`src/hwwdt_pkg.sv`:
```
/*
 * constants for the hardware watchdog: register addresses, unlock bytes,
 * counter widths and reset pulse timing.
 * assumes an 8-bit special function register bus on the core clock.
 */
package hwwdt_pkg;
  localparam logic [7:0] service_reg_addr = 8'ha6;
  localparam logic [7:0] timeout_select_reg_addr = 8'ha7;
  localparam logic [7:0] unlock_first = 8'h1e;
  localparam logic [7:0] unlock_second = 8'he1;
  localparam int count_width = 14;
  localparam logic [count_width-1:0] count_max = 14'h3fff;
  localparam int prescale_width = 7;
  localparam int select_width = 3;
  localparam logic [select_width-1:0] select_reset = 3'h0;
  localparam int select_lsb = 0;
  localparam int pulse_periods = 96;
  localparam int pulse_width = 7;
  localparam logic [pulse_width-1:0] pulse_last =
    pulse_width'(pulse_periods - 1);
  typedef enum logic [0:0] {hwwdt_wait_first, hwwdt_wait_second}
    hwwdt_unlock_t;
endpackage

```
`src/hwwdt_sync.sv`:
```
/*
 * three-stage input synchroniser; the output follows once stages two
 * and three agree.
 * assumes a single clock with synchronous active-high reset.
 */
`timescale 1ns/10ps
module hwwdt_sync #(
  parameter logic reset_level = 1'b1
) (
  input wire logic clk_i,
  input wire logic rst_i,
  input wire logic async_i,
  output logic sync_o
);
  logic stage1;
  logic stage2;
  logic stage3;
  wire agree = (stage2 == stage3);

  always_ff @(posedge clk_i) begin
    if (rst_i) begin
      stage1 <= reset_level;
      stage2 <= reset_level;
      stage3 <= reset_level;
      sync_o <= reset_level;
    end else begin
      stage1 <= async_i;
      stage2 <= stage1;
      stage3 <= stage2;
      if (agree) begin
        sync_o <= stage3;
      end
    end
  end
endmodule

```
`src/hwwdt_top.sv`:
```
/*
 * hardware watchdog: unlock/service sequence, timeout select register,
 * prescaler, 14-bit machine-cycle counter and active-low reset-out pulse.
 * assumes machine_cycle_i is a one-clock strobe from the core clock, and
 * power_down_i is high while the oscillator is stopped.
 */
`timescale 1ns/10ps
module hwwdt_top (
  input wire logic clk_i,
  input wire logic rst_i,
  input wire logic [7:0] sfr_addr_i,
  input wire logic sfr_wr_i,
  input wire logic sfr_rd_i,
  input wire logic [7:0] sfr_wdata_i,
  output logic [7:0] sfr_rdata_o,
  input wire logic machine_cycle_i,
  input wire logic power_down_i,
  input wire logic ext_int_n_i,
  output logic enabled_o,
  output logic rst_out_n_o
);
  hwwdt_pkg::hwwdt_unlock_t unlock_state;
  logic enabled;
  logic [hwwdt_pkg::count_width-1:0] count;
  logic [hwwdt_pkg::prescale_width-1:0] prescale;
  logic [hwwdt_pkg::select_width-1:0] timeout_select;
  logic [hwwdt_pkg::pulse_width-1:0] pulse_count;
  logic pulse_active;
  logic int_hold;
  logic ext_int_n_sync;
  hwwdt_pkg::hwwdt_unlock_t next_unlock_state;
  logic next_enabled;
  logic [hwwdt_pkg::count_width-1:0] next_count;
  logic [hwwdt_pkg::prescale_width-1:0] next_prescale;
  logic next_int_hold;
  logic next_pulse_active;
  logic [hwwdt_pkg::pulse_width-1:0] next_pulse_count;
  logic [7:0] next_rdata;

  hwwdt_sync #(
    .reset_level(1'b1)
  ) u_int_sync (
    .clk_i(clk_i),
    .rst_i(rst_i),
    .async_i(ext_int_n_i),
    .sync_o(ext_int_n_sync)
  );

  // decode
  wire service_wr = sfr_wr_i && (sfr_addr_i == hwwdt_pkg::service_reg_addr);
  wire select_wr = sfr_wr_i &&
    (sfr_addr_i == hwwdt_pkg::timeout_select_reg_addr);
  wire select_rd = sfr_rd_i &&
    (sfr_addr_i == hwwdt_pkg::timeout_select_reg_addr);
  wire first_hit = service_wr && (sfr_wdata_i == hwwdt_pkg::unlock_first);
  wire second_hit = service_wr &&
    (sfr_wdata_i == hwwdt_pkg::unlock_second) &&
    (unlock_state == hwwdt_pkg::hwwdt_wait_second);
  wire pair_done = second_hit;

  // prescaler tap: last stage of 2^s machine cycles
  wire [hwwdt_pkg::prescale_width-1:0] prescale_last =
    hwwdt_pkg::prescale_width'((8'h01 << timeout_select) - 8'h01);
  wire run = enabled && machine_cycle_i && !power_down_i && !int_hold;
  wire prescale_wrap = run && (prescale == prescale_last);
  wire overflow = prescale_wrap && (count == hwwdt_pkg::count_max);

  // unlock sequence: next state
  always_comb begin
    next_unlock_state = unlock_state;
    if (pulse_active) begin
      next_unlock_state = hwwdt_pkg::hwwdt_wait_first;
    end else if (service_wr) begin
      case (unlock_state)
        hwwdt_pkg::hwwdt_wait_first: begin
          if (first_hit) begin
            next_unlock_state = hwwdt_pkg::hwwdt_wait_second;
          end else begin
            next_unlock_state = hwwdt_pkg::hwwdt_wait_first;
          end
        end
        hwwdt_pkg::hwwdt_wait_second: begin
          next_unlock_state = hwwdt_pkg::hwwdt_wait_first;
        end
        default: begin
          next_unlock_state = hwwdt_pkg::hwwdt_wait_first;
        end
      endcase
    end
  end

  // unlock sequence: state register
  always_ff @(posedge clk_i) begin
    if (rst_i) begin
      unlock_state <= hwwdt_pkg::hwwdt_wait_first;
    end else begin
      unlock_state <= next_unlock_state;
    end
  end

  // enable, prescaler and counter: next values
  always_comb begin
    next_enabled = enabled;
    next_count = count;
    next_prescale = prescale;
    if (overflow || pulse_active) begin
      next_enabled = 1'b0;
      next_count = '0;
      next_prescale = '0;
    end else if (pair_done) begin
      next_enabled = 1'b1;
      next_count = '0;
      next_prescale = '0;
    end else if (run) begin
      if (prescale_wrap) begin
        next_prescale = '0;
        next_count = count + 1'b1;
      end else begin
        next_prescale = prescale + 1'b1;
      end
    end
  end

  // enable, prescaler and counter registers
  always_ff @(posedge clk_i) begin
    if (rst_i) begin
      enabled <= 1'b0;
      count <= '0;
      prescale <= '0;
    end else begin
      enabled <= next_enabled;
      count <= next_count;
      prescale <= next_prescale;
    end
  end

  // power-down exit by interrupt: hold until pin high
  always_comb begin
    next_int_hold = int_hold;
    if (power_down_i && !ext_int_n_sync) begin
      next_int_hold = 1'b1;
    end else if (ext_int_n_sync) begin
      next_int_hold = 1'b0;
    end
  end

  always_ff @(posedge clk_i) begin
    if (rst_i) begin
      int_hold <= 1'b0;
    end else begin
      int_hold <= next_int_hold;
    end
  end

  // timeout select register
  always_ff @(posedge clk_i) begin
    if (rst_i) begin
      timeout_select <= hwwdt_pkg::select_reset;
    end else if (select_wr) begin
      timeout_select <= sfr_wdata_i[hwwdt_pkg::select_lsb +:
        hwwdt_pkg::select_width];
    end
  end

  // read port: only the select field is visible
  always_comb begin
    if (select_rd) begin
      next_rdata = {5'h00, timeout_select};
    end else begin
      next_rdata = 8'h00;
    end
  end

  always_ff @(posedge clk_i) begin
    if (rst_i) begin
      sfr_rdata_o <= 8'h00;
    end else begin
      sfr_rdata_o <= next_rdata;
    end
  end

  // reset-out pulse: next values
  always_comb begin
    next_pulse_active = pulse_active;
    next_pulse_count = pulse_count;
    if (overflow) begin
      next_pulse_active = 1'b1;
      next_pulse_count = '0;
    end else if (pulse_active) begin
      if (pulse_count == hwwdt_pkg::pulse_last) begin
        next_pulse_active = 1'b0;
      end
      next_pulse_count = pulse_count + 1'b1;
    end
  end

  always_ff @(posedge clk_i) begin
    if (rst_i) begin
      pulse_active <= 1'b0;
      pulse_count <= '0;
    end else begin
      pulse_active <= next_pulse_active;
      pulse_count <= next_pulse_count;
    end
  end

  assign rst_out_n_o = !pulse_active;
  assign enabled_o = enabled;
endmodule

```
`config.mk`:
```
export PLATFORM = sky130hd
export DESIGN_NAME = hwwdt_top
export DESIGN_NICKNAME = d
export VERILOG_FILES = /design/src/hwwdt_pkg.sv /design/src/hwwdt_sync.sv /design/src/hwwdt_top.sv
export SDC_FILE = /design/constraint.sdc
export NUM_CORES = 1
export LEC_CHECK = 0
export ABC_AREA = 1
export BUFFER_PORTS_ARGS = -buffer_cell sky130_fd_sc_hd__buf_2
export CORE_MARGIN = 4
export CORE_UTILIZATION = 30
export CTS_BUF_LIST = sky130_fd_sc_hd__clkbuf_8
export CTS_CLUSTER_SIZE = 12
export DETAILED_ROUTE_END_ITERATION = 12
export GPL_TIMING_DRIVEN = 0
export MAX_ROUTING_LAYER = met4
export PLACE_DENSITY_LB_ADDON = 0.3
export SYNTH_ARGS = -nofsm -noshare
export SYNTH_HDL_FRONTEND = slang
export SYNTH_HIERARCHICAL = 1
export SYNTH_SLANG_ARGS = --single-unit
```
`constraint.sdc`:
```
create_clock -name clk_i -period 2.2 [get_ports clk_i]
set_input_delay 0.33 -clock clk_i [delete_from_list [all_inputs] [get_ports clk_i]]
set_output_delay 0.33 -clock clk_i [all_outputs]
set_load 0.1 [all_outputs]
```
After elaboration in Yosys (flattened, before gate mapping):

Index checks and enable logic that the tools add are counted.

* reduce and logical (&&, ||, !) cells: 24
* equal/unequal tests: 8
* add/subtract/negate cells: 4
* shift operators: 1
* mux-type cells: 8
* bitwise operators: 2

Operator list (count)
* 8-bit == test, second input constant: 3
* 14-bit by 1-bit adder with 14-bit output, second input constant: 1
* 7-bit by 1-bit adder with 7-bit output, second input constant: 2
* 14-bit == test, second input constant: 1
* 1-bit logical AND: 12
* 8-bit by 5-bit == test with 1-bit output, second input constant: 1
* 2-bit OR reduction: 4
* 7-bit == test: 1
* 7-bit == test, second input constant: 1
* 7-bit two-way mux: 1
* 1-bit by 3-bit left shift with 7-bit output, first input constant: 1
* 7-bit by 1-bit subtractor with 7-bit output, second input constant: 1
* 1-bit two-way mux: 6
* 1-bit logical NOT: 4
* 3-bit OR reduction: 1
* 1-bit inverter: 2
* 1-bit one-hot mux with 2 select lines: 1
* 2-bit AND reduction: 1
* 2-bit nonzero test: 1
* 1-bit == test: 1
* 1-bit logical OR: 1

* register bits: 47
* output and inout bits: 10
* input bits: 23
* word-level logic and storage cells: 61

Longest topological paths before layout:

Gate-level depths: netlist (run 1).

* depth in word-level cells: 7
* gate-level depth with buffers: 13

Hierarchy:

The synthesis (run 1) kept the hierarchy.

Modules (own cells, without submodules)
* hwwdt_top: cells each 368, area each 2456.1 µm², sequential area each 760.7 µm², instances 1
* hwwdt_sync: cells each 15, area each 128.9 µm², sequential area each 80.1 µm², instances 1

Worst setup path before layout (run 1):

OpenSTA, ideal clock, no wires.

* kind: reg2reg
* from: reg enabled, in the netlist enabled_o
* to: reg prescale[1] (netlist name)
* buffers on the path: 1
* path slack: 126 ps
* data arrival time: 1958 ps
* cell stages (with the launch flop): 11
* clock period less this slack: 2074 ps
* setup time: 116 ps
* cell sequence: dfxtp_1 > nand2_1 > nor2_1 > nand2_1 > nor2_1 > nand2_1 > nor2_2 > buf_4 > nand2_1 > a21oi_1 > nor2_2

* cells in the longest elaborated chain, start to end: 7

RTL lines
* from (decl): line hwwdt_top.sv:23 `logic enabled;`
* from (signal assigned): line hwwdt_top.sv:131 `enabled <= next_enabled;`
* 1-bit logical AND (*) (3 in series): line hwwdt_top.sv:64 `wire run = enabled && machine_cycle_i && !power_down_i && !int_hold;`
* 1-bit logical AND: line hwwdt_top.sv:65 `wire prescale_wrap = run && (prescale == prescale_last);`
* 1-bit logical AND: line hwwdt_top.sv:66 `wire overflow = prescale_wrap && (count == hwwdt_pkg::count_max);`
* 1-bit logical OR: line hwwdt_top.sv:106 `if (overflow || pulse_active) begin`
* 3-bit OR reduction (no line)
* to (signal assigned): line hwwdt_top.sv:133 `prescale <= next_prescale;`
* to (decl): line hwwdt_top.sv:25 `logic [hwwdt_pkg::prescale_width-1:0] prescale;`

Every way passes the cells marked *; elsewhere a longest branch is shown, timed or not.
A chain may end at the register's enable or synchronous reset.

Worst setup path in the final report (run 1):

* from: reg count[1] (netlist name)
* to: reg prescale[1] (netlist name)

* cells in the longest elaborated chain, start to end: 4

RTL lines
* from (decl): line hwwdt_top.sv:24 `logic [hwwdt_pkg::count_width-1:0] count;`
* from (signal assigned): line hwwdt_top.sv:132 `count <= next_count;`
* 14-bit == test: line hwwdt_top.sv:66
* 1-bit logical AND: line hwwdt_top.sv:66
* 1-bit logical OR: line hwwdt_top.sv:106
* 3-bit OR reduction (no line)

No other way between the ends.

==> impl_metrics.sql, run 1 <==
INSERT INTO impl_metrics (metric_group, metric, value, unit) VALUES
('critical_path', 'regToRegStartpoint', 'count[1]', ''),
('clock_tree', 'clock_tree_buffer_depth', '2', ''),
('sta', 'final.setup.worst_slack', '0.271', 'ns'),
('worst_hold_path', 'min_delay_path_depth', '2', ''),
('global_routing', 'grt-ovfl-total', '0', ''),
('place', 'last_weighted_congestion_value_of_the_routability_driven_placer', '0.799', ''),
('route', 'dr.pass1.iters', '4', ''),
('synthesis', 'post-synth-top-area-fraction', '32.5', '%'),
('power_and_ir_drop', 'power_total', '1.41', 'mW'),
('critical_path', 'worst_ep_arrival_time', '2.13', 'ns'),
('sta', 'final_hold_viol_count', '0', ''),
('critical_path', 'crit-reg2reg-capture', 'prescale[1]', ''),
('sta', 'slew-limit-headroom', '57.4', '%'),
('route', 'wire_per_inst', '10.1', 'um'),
('critical_path', 'rrSetupSlack', '0.27', 'ns'),
('outcome', 'outcome', 'complete, no violations', ''),
('global_routing', 'grt_start_max_net_pins', '17', ''),
('sta', 'finalWorstPathRequiredPeriod', '1.93', 'ns'),
('sta', 'rsz0062_at_grt', 'no', ''),
('worst_hold_path', 'hold_start', 'ext_int_n_i', ''),
('floorplanning', 'floorplan.die.height', '101', 'um'),
('power_and_ir_drop', 'power.density_cell_area', '477', 'mW/mm^2'),
('cells_and_area', 'nNetsFinal', '447', ''),
('sta', 'slew_violations', '0', ''),
('synthesis', 'synthFlopType', 'dfxtp_1', ''),
('critical_path', 'crit_start', 'count[1]', ''),
('clock_tree', 'tritoncts', 'built', ''),
('sta', 'worst_slew_pin_slew', '0.632', 'ns'),
('synthesis', 'synth_area_per_cell', '6.75', 'um^2'),
('floorplanning', 'fp.dieW', '101', 'um'),
('cells_and_area', 'num-fill-cells', '885', ''),
('synthesis', 'synth-seq-cells', '42', ''),
('floorplanning', 'initial_core_util', '31.1', '%'),
('synthesis', 'yosys_warning_count', '6', ''),
('clock_tree', 'tritoncts.num_buffers', '5', ''),
('clock_tree', 'cts.reportedPaths.clkPinSlew', '0.10', 'ns'),
('synthesis', 'synth_largest_area_cell', 'dfxtp_1', ''),
('floorplanning', 'core', '0.00830', 'mm^2'),
('power_and_ir_drop', 'leakage', '1.31', 'nW'),
('sta', 'setup_violations', '0', ''),
('route', 'drcViolationCount', '0', ''),
('synthesis', 'mappedNetlistArea', '0.00258', 'mm^2'),
('synthesis', 'seq_area_frac_synth', '32.5', '%'),
('sta', 'final.setup_skew', '0.0124', 'ns'),
('clock_tree', 'cts-root-buf', 'clkbuf_8', ''),
('route', 'via_per_inst', '4.41', ''),
('synthesis', 'netlist-cell-type-count', '34', ''),
('cells_and_area', 'post_route_cells_drive_above_1_share', '22.0', '%'),
('synthesis', 'netlist_instances', '383', ''),
('place', 'dp.final_hpwl', '4170', 'um'),
('route', 'drt.antenna.violating_nets', '0', ''),
('sta', 'fin_hold_ws', '0.192', 'ns'),
('clock_tree', 'postCtsResizedCells', '0', ''),
('critical_path', 'cp.required', '2.40', 'ns'),
('synthesis', 'leading_post_synthesis_cells_by_cell_area', 'dfxtp_1 (33%), nand2_1 (15%), inv_1 (6.7%)', ''),
('critical_path', 'timing.reg2reg.worst_path_depth', '11', ''),
('sta', 'max_freq', '0.518', 'GHz'),
('clock_tree', 'clock-sinks', '42', ''),
('synthesis', 'synth_edf_count', '0', ''),
('global_routing', 'grt_util_all_layers', '11.9', '%'),
('critical_path', 'setup.worst_path.end_class', 'register', ''),
('floorplanning', 'number_of_top_level_design_ports', '33', ''),
('global_routing', 'antenna_found_initial', '0', ''),
('place', 'buffer_ports.inserted', '27', ''),
('clock_tree', 'clock_tree.htree_level_count', '2', ''),
('clock_tree', 'cts_post_setup_buffers_inserted', '0', ''),
('cells_and_area', 'insertedDiodeCount', '0', ''),
('place', 'dpl_worst_slack', '0.297', 'ns'),
('power_and_ir_drop', 'power.ir.vdd_worst', '0.235', 'mV'),
('worst_hold_path', 'worstHoldPathType', 'in -> reg', ''),
('route', 'detail_route.wirelength', '5320', 'um');
-- critical path, cell delays in order (launching register included) --
cell     delay (ns)
dfxtp_1        0.39
ha_1           0.25
inv_1          0.08
nor2_2         0.16
nand2_1        0.10
inv_1          0.09
nand2_1        0.09
nor2_1         0.13
nand3_2        0.16
nand3_2        0.14
buf_6          0.19
nor2_2         0.04
-- metal layers --
layer,part of all wire [%],global-route usage (%),vias to the layer above
met5,0,-,-
met2,46,18.5,27
li1,-,-,1271
met3,3.2,2.70,5
met4,1.7,4.35,0
met1,49,15.1,1019
-- Yosys cell counts (2+ instances only) --
| library cell | n |
|---|---|
| nor2_1 | 46 |
| o21bai_1 | 3 |
| a21oi_1 | 8 |
| inv_1 | 46 |
| ha_1 | 3 |
| nand2_1 | 103 |
| o21ai_0 | 6 |
| or2_1 | 2 |
| buf_6 | 5 |
| nor4_1 | 3 |
| buf_4 | 7 |
| nand2_2 | 7 |
| o21bai_2 | 5 |
| nand3b_1 | 2 |
| nand3_2 | 4 |
| nand4_1 | 16 |
| nand3_1 | 30 |
| nor3_1 | 2 |
| xnor2_1 | 3 |
| xor2_1 | 5 |
| nor2_8 | 2 |
| dfxtp_1 | 42 |
| nor2_2 | 22 |
-- how the worst min path moves through the flow --
stage                        endpoint  slack (ns)
floorplan           u_int_sync/stage2        0.38
global placement    u_int_sync/stage2        0.39
detailed placement  u_int_sync/stage2        0.39
CTS                 u_int_sync/stage1        0.18
global route        u_int_sync/stage1        0.19
finish              u_int_sync/stage1        0.19
-- kinds of logic (layout without fill, tap and decap cells) --
family | Yosys count | after routing | share of synthesized area (%)
flops | 42 | 42 | 32.5
simple gates | 243 | 243 | 45.5
buf+inv | 63 | 98 | 11.8
other cells | 1 | 5 | 0.145
compound gates | 23 | 23 | 5.95
fa+ha+maj | 3 | 3 | 1.45
xor+xnor | 8 | 8 | 2.71
-- cell usage in the layout (no fill, tap or decap), types with 4 or more instances in the layout --
cell type	instances
clkbuf_8	5
nand2_1	103
buf_2	28
conb_1	5
nand3_1	30
nand4_1	16
dfxtp_1	42
buf_4	7
nor2_1	46
inv_1	46
nor2_2	22
a21oi_1	8
o21bai_2	5
nand3_2	4
buf_6	5
o21ai_0	6
nand2_2	7
xor2_1	5
-- final cells by class --
class | count | area, um^2 | area share [%]
Multi-Input combinational cell | 282 | 1460 | 49.1
Sequential cell | 42 | 841 | 28.4
Inverter | 49 | 186 | 6.29
Timing Repair Buffer | 27 | 135 | 4.56
Tap cell | 105 | 131 | 4.43
Buffer | 14 | 118 | 3.97
Clock buffer | 5 | 68.8 | 2.32
Clock inverter | 3 | 27.5 | 0.929
-- per-stage QoR --
| step | cell area (um^2) | util (%) | std cells |
|---|---|---|---|
| 2_1_floorplan | 2600 | - | 387 |
| 3_3_place_gp | 2870 | 34.5 | 519 |
| 3_5_place_dp | 2870 | 34.5 | 519 |
| 4_1_cts | 2960 | 35.7 | 527 |
| 5_1_grt | 2960 | 35.7 | 527 |
| 6_report | 2960 | 35.7 | 527 |
-- power by group --
group          internal, mW  switching (mW)  total [mW]
clock                 0.235           0.311       0.546
combinational        0.0322          0.0717       0.104
sequential            0.762        0.000926       0.763
total                  1.03           0.384        1.41
-- state kept, by name, indices dropped and copies added (netlist names) --
register           flops
u_int_sync/stage3      1
u_int_sync/stage1      1
pulse_active           1
u_int_sync/sync_o      1
pulse_count            7
unlock_state           1
sfr_rdata_o            3
int_hold               1
timeout_select         3
prescale               7
u_int_sync/stage2      1
count                 14
enabled_o              1
No activity file was read; power rests on OpenSTA's default activity.
==> run 2, diff against run 1 <==
--- a/config.mk
+++ b/config.mk
@@ -5,7 +5,6 @@
 export SDC_FILE = /design/constraint.sdc
 export NUM_CORES = 1
 export LEC_CHECK = 0
-export ABC_AREA = 1
 export BUFFER_PORTS_ARGS = -buffer_cell sky130_fd_sc_hd__buf_2
 export CORE_MARGIN = 4
 export CORE_UTILIZATION = 30
==> constraint.sdc (replaced) <==
create_clock -name clk_i -period 1.9 [get_ports clk_i]
set_input_delay 0.285 -clock clk_i [delete_from_list [all_inputs] [get_ports clk_i]]
set_output_delay 0.285 -clock clk_i [all_outputs]
set_load 0.1 [all_outputs]
==> impl_metrics.sql, run 2 <==
INSERT INTO impl_metrics (metric_group, metric, value, unit) VALUES
('cells_and_area', 'sequential_cell_area', '853', 'um^2'),
('cells_and_area', 'area_growth', '37.7', '%'),
('synthesis', 'leading_post_synthesis_cells_by_cell_area', 'dfxtp_1 (40%), xnor2_1 (7.5%), nor2_1 (6.6%)', ''),
('outcome', 'outcome', 'finished, violations left', ''),
('synthesis', 'multiplexer_share_of_the_synthesized_area', '2.87', '%'),
('route', 'wire_per_inst', '12.3', 'um'),
('floorplanning', 'die-area', '0.00836', 'mm^2'),
('floorplanning', 'core', '0.00679', 'mm^2'),
('cells_and_area', 'nNetsFinal', '318', ''),
('sta', 'rsz0062_at_grt', 'yes', ''),
('critical_path', 'startpoint_type', 'register', ''),
('cells_and_area', 'multi_input_area', '0.00140', 'mm^2'),
('synthesis', 'synth-seq-cells', '42', ''),
('route', 'drcViolationCount', '0', ''),
('route', 'dr.pass1.iters', '4', ''),
('worst_hold_path', 'worstHoldPathType', 'in -> reg', ''),
('sta', 'final.setup_skew', '0.00704', 'ns'),
('sta', 'final_hold_viol_count', '0', ''),
('sta', 'slew-limit-headroom', '53.5', '%'),
('place', 'dp.final_hpwl', '3210', 'um'),
('route', 'detail_route.wirelength', '4790', 'um'),
('synthesis', 'synth_compound_area_share', '5.75', '%'),
('floorplanning', 'std_cell_rows', '30', ''),
('synthesis', 'top_count_cell_post_synth', 'dfxtp_1', ''),
('critical_path', 'crit_path_top_delay_cell', 'or4_4', ''),
('route', 'drt_iter0_markers', '122', ''),
('sta', 'layout_worst_path_cycle_share', '110', '%'),
('critical_path', 'setup.worst_path.end_class', 'register', ''),
('synthesis', 'netlist_instances', '242', ''),
('floorplanning', 'initial_core_util', '30.8', '%'),
('clock_tree', 'cts.reportedPaths.clkPinSlew', '0.09', 'ns'),
('place', 'dpl_worst_slack', '-0.475', 'ns'),
('route', 'vias', '1816', ''),
('clock_tree', 'clock_tree.htree_level_count', '2', ''),
('sta', 'finalWorstPathRequiredPeriod', '2.08', 'ns'),
('cells_and_area', 'finalInstanceArea', '0.00288', 'mm^2'),
('synthesis', 'post-synth-top-area-fraction', '40.2', '%'),
('global_routing', 'grt-ovfl-total', '0', ''),
('clock_tree', 'tritoncts.num_buffers', '5', ''),
('synthesis', 'synth_xor_area_share', '9.64', '%'),
('cells_and_area', 'reg.largest.list', 'count: 14 flops, prescale: 7 flops, pulse_count: 7 flops', ''),
('clock_tree', 'tritoncts', 'built', ''),
('sta', 'worst_slew_pin_slew', '0.698', 'ns'),
('critical_path', 'slowest_delay', '0.51', 'ns'),
('cells_and_area', 'number_of_flip_flops_under_the_largest_register_name', '14', ''),
('clock_tree', 'clock_latency', '0.30', 'ns'),
('cells_and_area', 'insertedDiodeCount', '0', ''),
('synthesis', 'synth_edf_count', '0', ''),
('synthesis', 'yosys_warning_count', '6', ''),
('power_and_ir_drop', 'power.density_cell_area', '564', 'mW/mm^2'),
('critical_path', 'timing.critical_path.max_delay_family', 'simple AND/OR/NAND/NOR gates', ''),
('synthesis', 'yosys.area_share.simple', '34.1', '%'),
('synthesis', 'yosys.area_share.adder', '1.80', '%'),
('critical_path', 'path_max_fanout', '5', ''),
('global_routing', 'first_global_vias', '1767', ''),
('synthesis', 'ys_async_sr_fraction', '0', '%'),
('power_and_ir_drop', 'power.ir.vdd_worst', '0.308', 'mV'),
('critical_path', 'worst_ep_arrival_time', '2.28', 'ns'),
('clock_tree', 'clock_tree_buffer_depth', '2', ''),
('synthesis', 'main_combinational_cell_family_by_area_after_synthesis', 'simple AND/OR/NAND/NOR gates', ''),
('synthesis', 'mappedNetlistArea', '0.00209', 'mm^2'),
('floorplanning', 'fp.dieW', '91.5', 'um'),
('route', 'via_per_inst', '4.67', ''),
('sta', 'max_freq', '0.480', 'GHz'),
('global_routing', 'antenna_found_initial', '0', ''),
('global_routing', 'grt_pass1_wl', '7990', 'um'),
('sta', 'slew_violations', '0', ''),
('sta', 'final.setup.worst_slack', '-0.182', 'ns'),
('synthesis', 'synth_area_per_cell', '8.63', 'um^2'),
('critical_path', 'critPathKind', 'reg -> reg', ''),
('global_routing', 'grt_util_all_layers', '11.8', '%'),
('place', 'last_weighted_congestion_value_of_the_routability_driven_placer', '0.787', ''),
('critical_path', 'cp.required', '2.10', 'ns'),
('sta', 'setup_violations', '30', ''),
('cells_and_area', 'post_route_cells_drive_above_1_share', '32.1', '%'),
('clock_tree', 'clock-sinks', '42', ''),
('synthesis', 'synth_largest_area_cell', 'dfxtp_1', ''),
('critical_path', 'timing.critical_path.cells', 'buf_6 > or4_4 > o21ai_4 > a31oi_4 > buf_12 > nor4b_4 > nand2b_4 > nor2_1', ''),
('outcome', 'failed_checks', 'setup timing', ''),
('place', 'placedInstanceArea', '0.00250', 'mm^2'),
('cells_and_area', 'most-common-layout-cells', 'nor2_1 (36), dfxtp_1 (36), buf_2 (27)', ''),
('synthesis', 'synthFlopType', 'dfxtp_1', ''),
('global_routing', 'grt_start_max_net_pins', '17', ''),
('job', 'maxCapViolCount', '0', ''),
('place', 'buffer_ports.inserted', '27', ''),
('power_and_ir_drop', 'leakage', '1.03', 'nW'),
('cells_and_area', 'largest-register', 'count', ''),
('route', 'drt.antenna.violating_nets', '0', ''),
('floorplanning', 'floorplan.die.height', '91.5', 'um'),
('floorplanning', 'number_of_top_level_design_ports', '33', ''),
('clock_tree', 'cts-root-buf', 'clkbuf_8', ''),
('synthesis', 'yosys-top-cells-count', 'dfxtp_1 (42), nor2_1 (37), nor3_1 (18), xnor2_1 (18), nand2_1 (16)', ''),
('synthesis', 'seq_area_frac_synth', '40.2', '%'),
('synthesis', 'netlist-cell-type-count', '42', ''),
('cells_and_area', 'num-fill-cells', '660', ''),
('critical_path', 'crit_buf_inv', '2', '');
[run 2: timing repair]
action	in CTS	in global routing
resized for setup	23	10
hold buffers	0	0
setup endpoints to repair	30	30
cloned	3	0
setup buffers	8	3
pin swaps	11	8
[run 2: path summary, 6_finish.rpt]
kind	depth (start not counted)	startpoint	slack (ns)	endpoint
max	8	timeout_select[2]	-0.18	count[11]
min	2	ext_int_n_i	0.15	u_int_sync/stage1
max reg2reg	8	timeout_select[2]	-0.18	count[11]
min reg2reg	1	u_int_sync/stage1	0.41	u_int_sync/stage2
[run 2: worst reg2reg max path: stages (launching register included)]
cell and delay, ns:
dfxtp_2 0.33, buf_6 0.11, or4_4 0.52, o21ai_4 0.16, a31oi_4 0.08, buf_12 0.17, nor4b_4 0.30, nand2b_4 0.25
nor2_1 0.06
[run 2: metal layers]
layer	vias up	track usage, %	share of wire (%)
met4	0	4.27	1.5
met2	15	19.8	50
li1	946	-	-
met5	-	-	0
met1	849	13.8	46
met3	6	2.65	2.4
[run 2: logic make-up (layout without fill, tap and decap cells)]
family / count (synthesis) / in the layout
compound gates: 16 / 16
xor+xnor: 23 / 23
fa+ha+maj: 3 / 3
buf+inv: 21 / 67
flops: 42 / 42
mux: 6 / 6
other cells: 1 / 5
simple gates: 130 / 131
[run 2: layout make-up]
| class | instances | area share (%) |
|---|---|---|
| Clock buffer | 5 | 2.39 |
| Clock inverter | 3 | 0.913 |
| Buffer | 15 | 3.91 |
| Inverter | 4 | 0.522 |
| Tap cell | 96 | 4.18 |
| Multi-Input combinational cell | 184 | 48.8 |
| Timing Repair Buffer | 40 | 9.66 |
| Sequential cell | 42 | 29.7 |
[run 2: where the power goes]
group | leakage, nW | internal [mW] | switching (mW)
registers | 0.342 | 0.879 | 0.00102
clock network | 0.0495 | 0.273 | 0.354
logic | 0.637 | 0.0363 | 0.0785
[run 2: metrics by stage]
stage	setup TNS, ns	power (mW)	hold slack, ns	util (%)	std cells
global placement	-9.28	1.01	0.387	36.9	369
finish	-3.83	1.62	0.154	42.3	389
detailed placement	-9.20	1.01	0.395	36.9	369
CTS	-3.88	1.64	0.143	41.2	386
floorplan	-2.49	0.977	0.382	-	246
global route	-6.13	1.69	0.137	42.3	389
==> run 3, diff against run 2 <==
--- a/config.mk
+++ b/config.mk
@@ -18,3 +18,4 @@
 export SYNTH_HDL_FRONTEND = slang
 export SYNTH_HIERARCHICAL = 1
 export SYNTH_SLANG_ARGS = --single-unit
+export TNS_END_PERCENT = 10
==> impl_metrics.sql, run 3 (synthesis gave the netlist of run 2 again) <==
INSERT INTO impl_metrics (metric_group, metric, value, unit) VALUES
('outcome', 'outcome', 'finished, violations left', ''),
('outcome', 'failed_checks', 'setup timing', ''),
('place', 'buffer_ports.inserted', '27', ''),
('clock_tree', 'clock-sinks', '42', ''),
('cells_and_area', 'post_route_cells_drive_above_1_share', '32.5', '%'),
('route', 'detail_route.wirelength', '4810', 'um'),
('route', 'wire_per_inst', '12.4', 'um'),
('sta', 'setup_violations', '27', ''),
('sta', 'setup_tns', '-3.33', 'ns'),
('cells_and_area', 'insertedDiodeCount', '0', ''),
('global_routing', 'grt_pass1_wl', '7940', 'um'),
('power_and_ir_drop', 'power.ir.vdd_worst', '0.277', 'mV'),
('power_and_ir_drop', 'leakage', '1.03', 'nW'),
('global_routing', 'first_global_vias', '1750', ''),
('clock_tree', 'clock_tree.htree_level_count', '2', ''),
('cells_and_area', 'number_of_flip_flops_under_the_largest_register_name', '14', ''),
('floorplanning', 'fp.dieW', '91.5', 'um'),
('floorplanning', 'die-area', '0.00836', 'mm^2'),
('floorplanning', 'initial_core_util', '30.8', '%'),
('cells_and_area', 'num-fill-cells', '667', ''),
('floorplanning', 'core', '0.00679', 'mm^2'),
('floorplanning', 'number_of_top_level_design_ports', '33', ''),
('sta', 'max_freq', '0.477', 'GHz'),
('sta', 'slew_violations', '0', ''),
('route', 'dr.pass1.iters', '4', ''),
('clock_tree', 'clock_latency', '0.29', 'ns'),
('sta', 'layout_worst_path_cycle_share', '110', '%'),
('worst_hold_path', 'hold_start', 'ext_int_n_i', ''),
('cells_and_area', 'nNetsFinal', '317', ''),
('clock_tree', 'cts-root-buf', 'clkbuf_8', ''),
('route', 'drcViolationCount', '0', ''),
('cells_and_area', 'leading_cell_type_in_the_layout_fill_and_taps_excluded', 'nor2_1', ''),
('critical_path', 'cp.required', '2.10', 'ns'),
('critical_path', 'worst_ep_arrival_time', '2.29', 'ns'),
('critical_path', 'timing.reg2reg.worst_path_depth', '7', ''),
('critical_path', 'crit-reg2reg-capture', 'count[13]', ''),
('route', 'vias', '1834', ''),
('floorplanning', 'std_cell_rows', '30', ''),
('route', 'drt_iter0_markers', '120', ''),
('clock_tree', 'cts.reportedPaths.clkPinSlew', '0.08', 'ns'),
('job', 'maxCapViolCount', '0', ''),
('worst_hold_path', 'worstHoldPathType', 'in -> reg', ''),
('sta', 'rsz0062_at_grt', 'yes', ''),
('worst_hold_path', 'min_delay_path_depth', '2', ''),
('cells_and_area', 'reg.largest.list', 'count: 14 flops, prescale: 7 flops, pulse_count: 7 flops', ''),
('critical_path', 'rrSetupSlack', '-0.20', 'ns'),
('critical_path', 'critPathKind', 'reg -> reg', ''),
('global_routing', 'grt_start_max_net_pins', '15', ''),
('cells_and_area', 'area_growth', '38.5', '%'),
('cells_and_area', 'largest-register', 'count', ''),
('critical_path', 'regToRegStartpoint', 'prescale[1]', ''),
('critical_path', 'setup.worst_path.end_class', 'register', ''),
('route', 'via_per_inst', '4.73', ''),
('power_and_ir_drop', 'power_total', '1.83', 'mW'),
('global_routing', 'grt-ovfl-total', '0', ''),
('sta', 'worst_slew_pin_slew', '0.688', 'ns'),
('route', 'drt.antenna.violating_nets', '0', ''),
('cells_and_area', 'fin_util', '42.6', '%'),
('place', 'dp.final_hpwl', '3080', 'um'),
('sta', 'final.setup.worst_slack', '-0.195', 'ns'),
('clock_tree', 'postCtsHoldBufs', '0', ''),
('global_routing', 'antenna_found_initial', '0', ''),
('global_routing', 'grt_util_all_layers', '11.8', '%'),
('sta', 'finalWorstPathRequiredPeriod', '2.10', 'ns'),
('critical_path', 'startpoint_type', 'register', ''),
('clock_tree', 'tritoncts', 'built', ''),
('sta', 'fin_hold_ws', '0.165', 'ns'),
('sta', 'final.setup_skew', '0.00835', 'ns'),
('place', 'last_weighted_congestion_value_of_the_routability_driven_placer', '0.790', ''),
('power_and_ir_drop', 'power.density_cell_area', '633', 'mW/mm^2'),
('floorplanning', 'floorplan.die.height', '91.5', 'um'),
('critical_path', 'path_max_fanout', '6', ''),
('sta', 'final_hold_viol_count', '0', ''),
('worst_hold_path', 'hold_path_end', 'u_int_sync/stage1', ''),
('cells_and_area', 'most-common-layout-cells', 'nor2_1 (36), dfxtp_1 (34), buf_2 (27)', ''),
('sta', 'slew-limit-headroom', '54.1', '%'),
('clock_tree', 'clock_tree_buffer_depth', '2', ''),
('clock_tree', 'tritoncts.num_buffers', '5', '');
## run 3: cell count changes in the layout (fill, tap and decap cells not counted), sizes merged
cell and delta:
clkinv +1, bufinv +2, bufbuf -1, inv -3
## run 3: power breakdown
part / leakage, nW / internal (mW) / switching, mW
clock: 0.0683 / 0.526 / 0.311
combinational: 0.615 / 0.0360 / 0.0787
sequential: 0.343 / 0.880 / 0.00102
## run 3: per-layer routing
layer | wire length (um) | global-route usage [%]
met1 | 2200 | 13.8
met2 | 2380 | 20.0
met3 | 137 | 2.49
met4 | 95 | 4.27
met5 | 0 | -
## run 3: what timing repair did
| item | 4_1_cts | 5_1_grt |
|---|---|---|
| cloned | 2 | 1 |
| setup endpoints to repair | 30 | 30 |
| buffers inserted | 8 | 2 |
| pin swaps | 28 | 5 |
| resized for setup | 51 | 13 |
## run 3: final cells by class
cell class                      instances  area (um^2)  share of cell area (%)
Tap cell                               96          120                    4.15
Timing Repair Buffer                   39          244                    8.43
Sequential cell                        42          853                    29.5
Clock inverter                          3         68.8                    2.38
Multi-Input combinational cell        184         1400                    48.4
Clock buffer                            5         68.8                    2.38
Inverter                                4         15.0                   0.519
Buffer                                 15          124                    4.28
## run 3: through the flow
step                instance area, um^2  setup WS, ns  cells
CTS                                2820        -0.127    385
global route                       2890        -0.239    388
finish                             2890        -0.195    388
global placement                   2370        -0.480    369
floorplan                          2120        -0.206    246
detailed placement                 2370        -0.490    369
## run 3: critical path, cell delays in order, from the launching register on
cell and delay, ns:
dfxtp_4 0.35, or4_4 0.54, o32ai_4 0.14, o32ai_4 0.16
clkbuf_4 0.24, nor4_2 0.28, nor2_1 0.07, a311oi_1 0.22
## run 3: how the worst max path moves through the flow
stage,from,end,slack (ns),depth (start not counted)
5_1_grt,prescale[1],count[5],-0.24,7
6_report,prescale[1],count[13],-0.20,7
2_1_floorplan,timeout_select[2],prescale[2],-0.21,8
3_3_place_gp,timeout_select[2],prescale[2],-0.48,8
3_5_place_dp,timeout_select[2],count[0],-0.49,8
4_1_cts,timeout_select[1],count[0],-0.13,7
